`src/rtl/lps_pkg.sv`:
```
// Shared types and constants for the low-power state controller.
// Assumes a single bus clock domain at 100 MHz.
package lps_pkg;

  localparam int SYNC_STAGES = 2;
  localparam logic RESET_TRISTATE = 1'h0;
  // Edges after reset release until the synchroniser shows the release-edge pin level
  localparam logic [1:0] STRAP_EDGES = 2'h2;
  localparam logic [1:0] STRAP_DONE = 2'h3;

  typedef enum logic [2:0] {
    ST_NORMAL,
    ST_STOP_GRANT,
    ST_SLEEP,
    ST_DEEP_SLEEP,
    ST_MGMT_SAVE,
    ST_MGMT_ACK,
    ST_MGMT_RUN
  } power_state_e;

  // Sideband request levels, active high after synchronising
  typedef struct packed {
    logic stop_clock;
    logic sleep;
    logic deep_sleep;
    logic mgmt_int;
  } sideband_s;

  // Clock gate enables per unit group
  typedef struct packed {
    logic core;
    logic bus_unit;
    logic intr_ctrl;
    logic pll;
  } clock_gates_s;

  typedef enum logic [1:0] {
    TXN_NONE,
    TXN_STOP_GRANT_ACK,
    TXN_MGMT_ACK
  } bus_txn_e;

endpackage : lps_pkg

```
`src/rtl/low_power_state_control.sv`:
```
// Power-state controller: Normal, Stop-Grant, Sleep, Deep Sleep, management mode.
// Assumes sideband pins are asynchronous and the bus clock runs throughout.
//
// How it works
// - Stop-Grant plus sleep request enters Sleep
// - Sleep gates all clocks but the PLL
// - Sleep ignores snoops and interrupts
// - Sleep reacts only to reset, sleep removal, deep-sleep request
// - Sleep removal returns to Stop-Grant, clocks restart
// - Deep-sleep request in Sleep enters Deep Sleep
// - Management interrupt accepted asynchronously, in Normal only
// - Management entry saves state, acknowledges, runs handler
// - Management interrupt at reset release tristates outputs
// - Stop-clock request enters Stop-Grant, acknowledges
// - Stop-Grant keeps only bus, interrupt and PLL clocks
// - Stop-Grant keeps snooping and servicing interrupts
// - Stop-clock removal restarts all clocks, resumes
// - Stop-clock asynchronous, bus clock unaffected
// - Power-status indicator asserted in Deep Sleep
`timescale 1ns/1ps
module low_power_state_control
  import lps_pkg::*;
(
  input wire logic clock,
  input wire logic rst_n,
  input wire logic stop_clock_request_n,
  input wire logic sleep_request_n,
  input wire logic deep_sleep_request_n,
  input wire logic mgmt_interrupt_n,
  input wire logic state_saved,
  input wire logic txn_done,
  input wire logic handler_exit,
  output clock_gates_s clock_gates,
  output logic snoop_enable,
  output logic interrupt_enable,
  output logic execute_enable,
  output logic management_mode,
  output logic save_state_req,
  output logic txn_valid,
  output bus_txn_e txn_type,
  output logic power_status_indicator_n,
  output logic outputs_oe,
  output power_state_e power_state
);

  logic [3:0] sync_n;
  sideband_s req;

  // Raw pins go through two flops; nothing reads the first stage
  sideband_sync #(.WIDTH(4)) u_sync (
    .clock(clock),
    .rst_n(rst_n),
    .async_in({stop_clock_request_n, sleep_request_n, deep_sleep_request_n, mgmt_interrupt_n}),
    .sync_out(sync_n)
  );

  always_comb begin
    req = ~sync_n;
  end

  power_state_e state;
  power_state_e next_state;
  power_state_e resume_state;
  power_state_e next_resume_state;
  logic tristate;
  logic next_tristate;
  logic [1:0] strap_count;
  logic [1:0] next_strap_count;
  logic released;
  logic mgmt_seen;
  logic next_mgmt_seen;
  logic ack_pending;
  logic next_ack_pending;

  // Synchroniser restarts from idle, so the pin level at the release edge
  // only reaches req two edges later; capture the strap there, not earlier.
  always_comb begin
    next_strap_count = strap_count;
    next_tristate = tristate;
    released = (strap_count == STRAP_DONE);
    if (!released) begin
      next_strap_count = strap_count + 2'h1;
    end
    if (strap_count == STRAP_EDGES) begin
      next_tristate = req.mgmt_int;
    end
  end

  always_comb begin
    next_state = state;
    next_resume_state = resume_state;
    next_mgmt_seen = mgmt_seen & req.mgmt_int;
    next_ack_pending = ack_pending;
    if (ack_pending && txn_done) begin
      next_ack_pending = 1'b0;
    end
    unique case (state)
      ST_NORMAL: begin
        if (req.mgmt_int && !mgmt_seen && released) begin
          next_state = ST_MGMT_SAVE;
          next_resume_state = ST_NORMAL;
          next_mgmt_seen = 1'b1;
        end else if (req.stop_clock) begin
          next_state = ST_STOP_GRANT;
          next_ack_pending = 1'b1;
        end
      end
      ST_STOP_GRANT: begin
        if (!req.stop_clock) begin
          next_state = ST_NORMAL;
        end else if (req.sleep && !ack_pending) begin
          next_state = ST_SLEEP;
        end
      end
      ST_SLEEP: begin
        // Only sleep removal and deep-sleep are seen here
        if (!req.sleep) begin
          next_state = ST_STOP_GRANT;
        end else if (req.deep_sleep) begin
          next_state = ST_DEEP_SLEEP;
        end
      end
      ST_DEEP_SLEEP: begin
        if (!req.deep_sleep) begin
          next_state = ST_SLEEP;
        end
      end
      ST_MGMT_SAVE: begin
        if (state_saved) begin
          next_state = ST_MGMT_ACK;
          next_ack_pending = 1'b1;
        end
      end
      ST_MGMT_ACK: begin
        if (ack_pending && txn_done) begin
          next_state = ST_MGMT_RUN;
        end
      end
      ST_MGMT_RUN: begin
        if (handler_exit) begin
          next_state = resume_state;
        end
      end
      default: next_state = ST_NORMAL;
    endcase
  end

  always_ff @(posedge clock) begin
    if (!rst_n) begin
      state <= ST_NORMAL;
      resume_state <= ST_NORMAL;
      tristate <= RESET_TRISTATE;
      strap_count <= 2'h0;
      mgmt_seen <= 1'b0;
      ack_pending <= 1'b0;
    end else begin
      state <= next_state;
      resume_state <= next_resume_state;
      tristate <= next_tristate;
      strap_count <= next_strap_count;
      mgmt_seen <= next_mgmt_seen;
      ack_pending <= next_ack_pending;
    end
  end

  always_comb begin
    clock_gates = '{core: 1'b1, bus_unit: 1'b1, intr_ctrl: 1'b1, pll: 1'b1};
    snoop_enable = 1'b1;
    interrupt_enable = 1'b1;
    execute_enable = 1'b1;
    unique case (state)
      ST_STOP_GRANT: begin
        clock_gates.core = 1'b0;
        snoop_enable = 1'b1;
        interrupt_enable = 1'b1;
        execute_enable = 1'b0;
      end
      ST_SLEEP, ST_DEEP_SLEEP: begin
        clock_gates = '{core: 1'b0, bus_unit: 1'b0, intr_ctrl: 1'b0, pll: 1'b1};
        snoop_enable = 1'b0;
        interrupt_enable = 1'b0;
        execute_enable = 1'b0;
      end
      ST_MGMT_SAVE, ST_MGMT_ACK: begin
        execute_enable = 1'b0;
      end
      default: begin
      end
    endcase
  end

  always_comb begin
    power_state = state;
    management_mode = (state == ST_MGMT_SAVE) || (state == ST_MGMT_ACK) || (state == ST_MGMT_RUN);
    save_state_req = (state == ST_MGMT_SAVE);
    txn_valid = ack_pending;
    txn_type = !ack_pending ? TXN_NONE : (state == ST_MGMT_ACK ? TXN_MGMT_ACK : TXN_STOP_GRANT_ACK);
    power_status_indicator_n = !(state == ST_DEEP_SLEEP);
    outputs_oe = !tristate;
  end

  a_sleep_entry: assert property (@(posedge clock) disable iff (!rst_n)
    state == ST_STOP_GRANT && req.stop_clock && req.sleep && !ack_pending |=> state == ST_SLEEP)
    else $error("sleep not entered");
  a_sleep_gates: assert property (@(posedge clock) disable iff (!rst_n)
    state == ST_SLEEP |-> !clock_gates.core && !clock_gates.bus_unit && clock_gates.pll)
    else $error("sleep gating wrong");
  a_sleep_deaf: assert property (@(posedge clock) disable iff (!rst_n)
    state == ST_SLEEP |-> !snoop_enable && !interrupt_enable)
    else $error("sleep accepts events");
  a_sleep_exits: assert property (@(posedge clock) disable iff (!rst_n)
    state == ST_SLEEP |=> state inside {ST_SLEEP, ST_STOP_GRANT, ST_DEEP_SLEEP})
    else $error("illegal sleep exit");
  a_sleep_wake: assert property (@(posedge clock) disable iff (!rst_n)
    state == ST_SLEEP && !req.sleep |=> state == ST_STOP_GRANT ##0 clock_gates.bus_unit)
    else $error("sleep wake failed");
  a_deep_entry: assert property (@(posedge clock) disable iff (!rst_n)
    state == ST_SLEEP && req.sleep && req.deep_sleep |=> state == ST_DEEP_SLEEP)
    else $error("deep sleep not entered");
  a_mgmt_ack: assert property (@(posedge clock) disable iff (!rst_n)
    state == ST_MGMT_ACK |-> txn_valid && txn_type == TXN_MGMT_ACK)
    else $error("mgmt ack missing");
  a_mgmt_order: assert property (@(posedge clock) disable iff (!rst_n)
    $rose(state == ST_MGMT_RUN) |-> $past(state) == ST_MGMT_ACK)
    else $error("handler before ack");
  a_tristate_strap: assert property (@(posedge clock) disable iff (!rst_n)
    strap_count == STRAP_EDGES |=> outputs_oe == !$past(req.mgmt_int))
    else $error("strap tristate wrong");
  a_tristate_hold: assert property (@(posedge clock) disable iff (!rst_n)
    released |=> $stable(outputs_oe))
    else $error("tristate changed after strap");
  a_stop_grant: assert property (@(posedge clock) disable iff (!rst_n)
    state == ST_NORMAL && req.stop_clock && !req.mgmt_int |=> state == ST_STOP_GRANT && txn_valid)
    else $error("stop grant not entered");
  a_stop_gates: assert property (@(posedge clock) disable iff (!rst_n)
    state == ST_STOP_GRANT |-> !clock_gates.core && clock_gates.bus_unit && clock_gates.intr_ctrl
      && snoop_enable && interrupt_enable)
    else $error("stop grant gating wrong");
  a_stop_exit: assert property (@(posedge clock) disable iff (!rst_n)
    state == ST_STOP_GRANT && !req.stop_clock |=> clock_gates.core && execute_enable)
    else $error("stop clock exit failed");
  a_psi: assert property (@(posedge clock) disable iff (!rst_n)
    power_status_indicator_n == (state != ST_DEEP_SLEEP))
    else $error("psi wrong");
  a_sync_delay: assert property (@(posedge clock) disable iff (!rst_n)
    ##2 1'b1 |-> sync_n[3] == $past(stop_clock_request_n, 2))
    else $error("sync latency wrong");

  c_stop_grant: cover property (@(posedge clock) disable iff (!rst_n) state == ST_STOP_GRANT);
  c_sleep: cover property (@(posedge clock) disable iff (!rst_n) state == ST_SLEEP);
  c_deep: cover property (@(posedge clock) disable iff (!rst_n) state == ST_DEEP_SLEEP);
  c_mgmt: cover property (@(posedge clock) disable iff (!rst_n) state == ST_MGMT_RUN);

endmodule : low_power_state_control

```
`src/rtl/sideband_sync.sv`:
```
// Two-flop synchroniser bank for the asynchronous sideband inputs.
// Assumes inputs are raw pins; outputs are in the bus clock domain.
`timescale 1ns/1ps
module sideband_sync
  import lps_pkg::*;
#(
  parameter int WIDTH = 4
) (
  input wire logic clock,
  input wire logic rst_n,
  input wire logic [WIDTH-1:0] async_in,
  output logic [WIDTH-1:0] sync_out
);

  logic [WIDTH-1:0] stage1;
  logic [WIDTH-1:0] next_stage1;
  logic [WIDTH-1:0] next_sync_out;

  always_comb begin
    next_stage1 = async_in;
    next_sync_out = stage1;
  end

  // Reset value all ones: inputs are active low, idle is deasserted
  always_ff @(posedge clock) begin
    if (!rst_n) begin
      stage1 <= '1;
      sync_out <= '1;
    end else begin
      stage1 <= next_stage1;
      sync_out <= next_sync_out;
    end
  end

endmodule : sideband_sync
```
`config.mk`:
```
export PLATFORM = sky130hd
export DESIGN_NAME = low_power_state_control
export DESIGN_NICKNAME = d
export VERILOG_FILES = /design/src/rtl/lps_pkg.sv /design/src/rtl/low_power_state_control.sv /design/src/rtl/sideband_sync.sv
export SDC_FILE = /design/constraint.sdc
export NUM_CORES = 1
export LEC_CHECK = 0
export BUFFER_PORTS_ARGS = -buffer_cell sky130_fd_sc_hd__buf_2
export CORE_MARGIN = 3
export CORE_UTILIZATION = 52
export DETAILED_ROUTE_END_ITERATION = 16
export HOLD_SLACK_MARGIN = 0.08
export PLACE_DENSITY_LB_ADDON = 0.15
export SYNTH_ARGS = -nofsm -noshare
export SYNTH_HDL_FRONTEND = slang
export SYNTH_SLANG_ARGS = --single-unit
```
`constraint.sdc`:
```
create_clock -name clock -period 4.15 [get_ports clock]
set_clock_uncertainty 0.05 [all_clocks]
set_input_delay 0.2075 -clock clock [delete_from_list [all_inputs] [get_ports clock]]
set_output_delay 0.2075 -clock clock [all_outputs]
set_load 0.02 [all_outputs]
```
# --- Yosys cells after proc, flatten, opt, wreduce, memory -nomap -nowiden ---
# Cells that the tools add are included.
# Widths: inputs -> output; s select.
op_classes:
  n_eq_ne: 15
  n_shift: 0
  muxes: 24
  reduce_logical: 15
  magnitude_cmp: 0
  n_addsub: 1
  bitwise: 2
  n_mul: 0
  n_div: 0
op_table:
  columns: ["operator", "n"]
  rows:
  - ["$mux 3", 11]
  - ["$pmux 3 s7", 1]
  - ["$eq 3x3->1 const B", 3]
  - ["$mux 1", 9]
  - ["$ne 3x3->1 const B", 3]
  - ["$ne 2x2->1 const B", 4]
  - ["$reduce_and 7->1", 1]
  - ["$eq 3x2->1 const B", 2]
  - ["$reduce_or 5->1", 1]
  - ["$eq 2x2->1 const B", 2]
  - ["$logic_and 1x1->1", 4]
  - ["$logic_not 1->1", 4]
  - ["$mux 2", 2]
  - ["$not 4->4", 1]
  - ["$eq 3x1->1 const B", 1]
  - ["$logic_not 3->1", 1]
  - ["$reduce_or 3->1", 1]
  - ["$add 2x1->2 const B", 1]
  - ["$logic_or 1x1->1", 2]
  - ["$pmux 1 s2", 1]
  - ["$reduce_or 2->1", 1]
  - ["$and 1x1->1", 1]
word_totals:
  ramBits: 0
  romBits: 0
  ff_bits: 16
  in_bits: 9
  memories: 0
  latchBits: 0

# --- Longest topological paths before layout ---
logic_depth:
  word_depth: 5
  mapped_depth: 5

# --- Cells and area by module ---
# A second synthesis with hierarchy kept.
unflattened:
  hier_cells: 93
  area_unflattened_um2: 867.1
by_module_without_submodules:
  columns: ["module", "seq_area_each_um2", "cells_per_inst", "area_each_um2", "instances"]
  rows:
  - ["low_power_state_control", 160.2, 77, 656.9, 1]
  - ["sideband_sync", 160.2, 16, 210.2, 1]

# --- Worst setup path before layout ---
# No wires, ideal clock.
synth_path:
  path_type: "register -> output"
  start: "reg state[0], in the netlist power_state[0]"
  end: "out txn_type[0]"
  path_stages_with_launch: 4
  arrival_ps: 1284
  n_path_buf: 1
  path_slack_ps: 2608
  t_required_ps: 3893
  path_cell_list: "dfxtp_1 > buf_2 > and2b_1 > a21boi_0"
synth_via:
  elab_chain_cells: 3
synth_rtl:
  columns: ["element", "line_no", "text"]
  rows:
  - ["from (decl)", "low_power_state_control.sv:61", "power_state_e state;"]
  - ["from (signal assigned)", "low_power_state_control.sv:157", "state <= next_state;"]
  - ["$eq 3x3->1", "low_power_state_control.sv:197", "txn_type = !ack_pending ? TXN_NONE : (state == ST_MGMT_ACK ? TXN_MGMT_ACK : TXN_STOP_GRANT_ACK);"]
  - ["$mux 2 (2 in series)", "low_power_state_control.sv:197", null]
  - ["to (decl)", "low_power_state_control.sv:40", "output bus_txn_e txn_type,"]
# Every way passes these cells.

# --- Final worst setup path ---
layout_path:
  start: "reg state[1], in the netlist power_state[1]"
  end: "out txn_type[0]"
# The elaborated chain is that of the path after synthesis.

==> results by group <==
Outcome
  – Status: complete, no violations

Clock network
  – # H-tree levels: 1
  – Reg clk slew, reported paths: 0.09 ns
  – Post-CTS Setup Inserts: 0
  – Later-pin clock latency in the skew report: 0.28 ns
  – Clk sink count: 16
  – Max clock buf depth: 2
  – TritonCTS buffer count: 3
  – Clock root buffer: clkbuf_4
  – TritonCTS clock tree: done

Drt
  – Post-DRT Antenna Nets: 0
  – Post-Route WL: 1.70 mm
  – Drt pass-1 iters: 3
  – Remaining DRCs: 0
  – Total number of vias: 730
  – Initial DRC Count: 18
  – Routed WL per cell: 12.6 um
  – Average vias per placed instance: 5.41

Logic synthesis
  – Yosys warns: 0
  – Post-synth top area share: 38.8%
  – Post-synth net total: 107
  – Synth Register Bits: 16
  – Yosys top cell by area: dfxtp_1
  – Cell count after synthesis: 96
  – Netlist cell types: 35
  – Mapped Area: 826 sq um
  – Share of the yosys chip area belonging to registers: 38.8%
  – Ranking of synthesized cells by area: dfxtp_1, nand2b_1, buf_4
  – Syn avg cell area: 8.60 sq um

STA
  – Final setup violation count: 0
  – Tmin final: 1.78 ns
  – RSZ-0062 raised after global routing: false
  – Peak Freq: 561 MHz
  – Final Hold Vio Count: 0
  – Tcrit/Tclk final: 42.9%
  – Final hold slack: 0.155 ns
  – Setup TNS: 0 ns
  – Max-slew violation count: 0

Cells and area
  – Nets: 132
  – N_diodes: 0
  – Fillers: 115
  – Layout cells sized above 1: 26.7%
  – Most frequent cells in the layout: buf_2, dfxtp_1, nand2b_1
  – Layout area overhead: 20.2%
  – Commonest non-fill, non-tap cell in the layout: buf_2

Setup path
  – Critical path type: flip-flop to output port
  – Worst r2r path cells: 5
  – Worst Setup Start Kind: flip-flop
  – Crit end category: output port
  – CP arrival: 1.52 ns
  – Critical path fanouts, max: 16
  – Worst path required time: 3.89 ns

Floorplan
  – Placement Rows: 13
  – Total core area: 1400 sq um
  – Io pins: 26
  – Die Area: 2100 sq um
  – Die Y: 45.9 um
  – Initial core utilization: 59.0%
  – Die X: 45.9 um

Place
  – Placer Congestion: 0.858
  – Post-detail-place hpwl: 1.23 mm
  – Port Buffers: 24

GRT
  – Global-route wire length before repair: 2.69 mm
  – GR Overflow Total: 0
  – Vias in the first global route: 642
  – Largest net degree at the start of global routing: 17
  – Total track usage: 17.9%
  – Initial antenna violation count: 0

Power
  – PD cells: 332 nW/um^2
  – Total power: 0.329 mW
  – Leak: 0.427 nW
  – Peak supply drop: 0.211 mV

Hold path
  – Min-Delay Path Depth: 3
  – Hold Crit Class: input port to flip-flop

Job
  – Number of max-cap violations: 0
==> cell type report <==
| cell class | instances | area, sq um | share of cell area [%] |
|---|---|---|---|
| tap | 15 | 18.8 | 1.89 |
| sequential | 16 | 320 | 32.3 |
| clock buffer | 4 | 36.3 | 3.66 |
| timing repair buffer | 28 | 160 | 16.1 |
| inverter | 5 | 18.8 | 1.89 |
| multi-input combinational | 67 | 438 | 44.1 |
==> state kept, by name, summed over array words and instances (netlist names) <==
name / cells
u_sync.sync_out: 4
strap_count: 2
power_state: 3
u_sync.next_sync_out: 4
tristate: 1
mgmt_seen: 1
txn_valid: 1
==> layer usage <==
metal	track usage, %	up-vias	wire [um]
met5	0	-	0
met4	6.82	0	13
met3	3.56	2	104
met2	34.6	26	842
met1	18.3	327	735
li1	-	375	-
==> repair_timing <==
| item | 4_1_cts | 5_1_grt |
|---|---|---|
| endpoints found under the hold margin | 4 | 0 |
| gates resized for setup | 0 | 0 |
| hold buffers | 4 | 0 |
==> per-stage QoR <==
step	std cells	util (%)	setup WS [ns]	cell area [sq um]
2_1_floorplan	96	-	2.61	826
3_3_place_gp	127	65.5	2.65	916
3_5_place_dp	127	65.5	2.59	916
4_1_cts	135	70.9	2.34	992
5_1_grt	135	70.9	2.28	992
6_report	135	70.9	2.37	992
==> worst max-delay path, stage by stage, from the launching register on <==
cell and delay (ns):
dfxtp_1 0.63, and2b_1 0.27, a21boi_0 0.16, buf_2 0.18
==> cells in the mapped netlist <==
cell type / number
nand4_1: 1
buf_4: 4
xnor2_1: 1
a21o_1: 2
a31oi_1: 1
nor3_2: 2
o21ai_0: 3
o31ai_1: 1
and2_1: 1
nor2b_1: 3
nand2b_1: 12
o211ai_1: 1
o2111ai_1: 1
clkbuf_1: 1
a21oi_2: 1
inv_1: 5
conb_1: 1
a211oi_1: 2
a41oi_1: 1
buf_2: 3
and3_1: 2
nand3_1: 4
nor3b_1: 2
a32oi_2: 1
nand2_1: 5
and2b_1: 1
dfxtp_1: 16
a21boi_0: 1
a21oi_1: 4
or3b_1: 2
mux2i_1: 1
ha_1: 2
nor2_1: 6
nor3_1: 1
o221ai_1: 1
==> kinds of logic after synthesis <==
logic type	synth area share (%)
AND/OR/NAND/NOR	29.7
XOR/XNOR	1.06
flip-flops	38.8
multiplexers	1.21
other	0.454
buffers and inverters	8.18
adder cells (fa/ha/maj)	3.03
AO/OA/AOI/OAI	17.6
==> final timing paths <==
| path | startpoint | slack [ns] | end |
|---|---|---|---|
| setup reg to reg | strap_count[0] | 2.58 | power_state[1] |
| hold reg to reg | u_sync.next_sync_out[2] | 0.36 | u_sync.sync_out[2] |
| hold / removal | state_saved | 0.15 | txn_valid |
| setup / recovery | power_state[1] | 2.37 | txn_type[0] |
==> power by group <==
part | total (mW) | internal (mW) | switching [mW]
clock | 0.100 | 0.0534 | 0.0467
combinational | 0.0548 | 0.0260 | 0.0288
sequential | 0.174 | 0.164 | 0.00992
total | 0.329 | 0.244 | 0.0853
No activity file was read; power rests on OpenSTA's default activity.
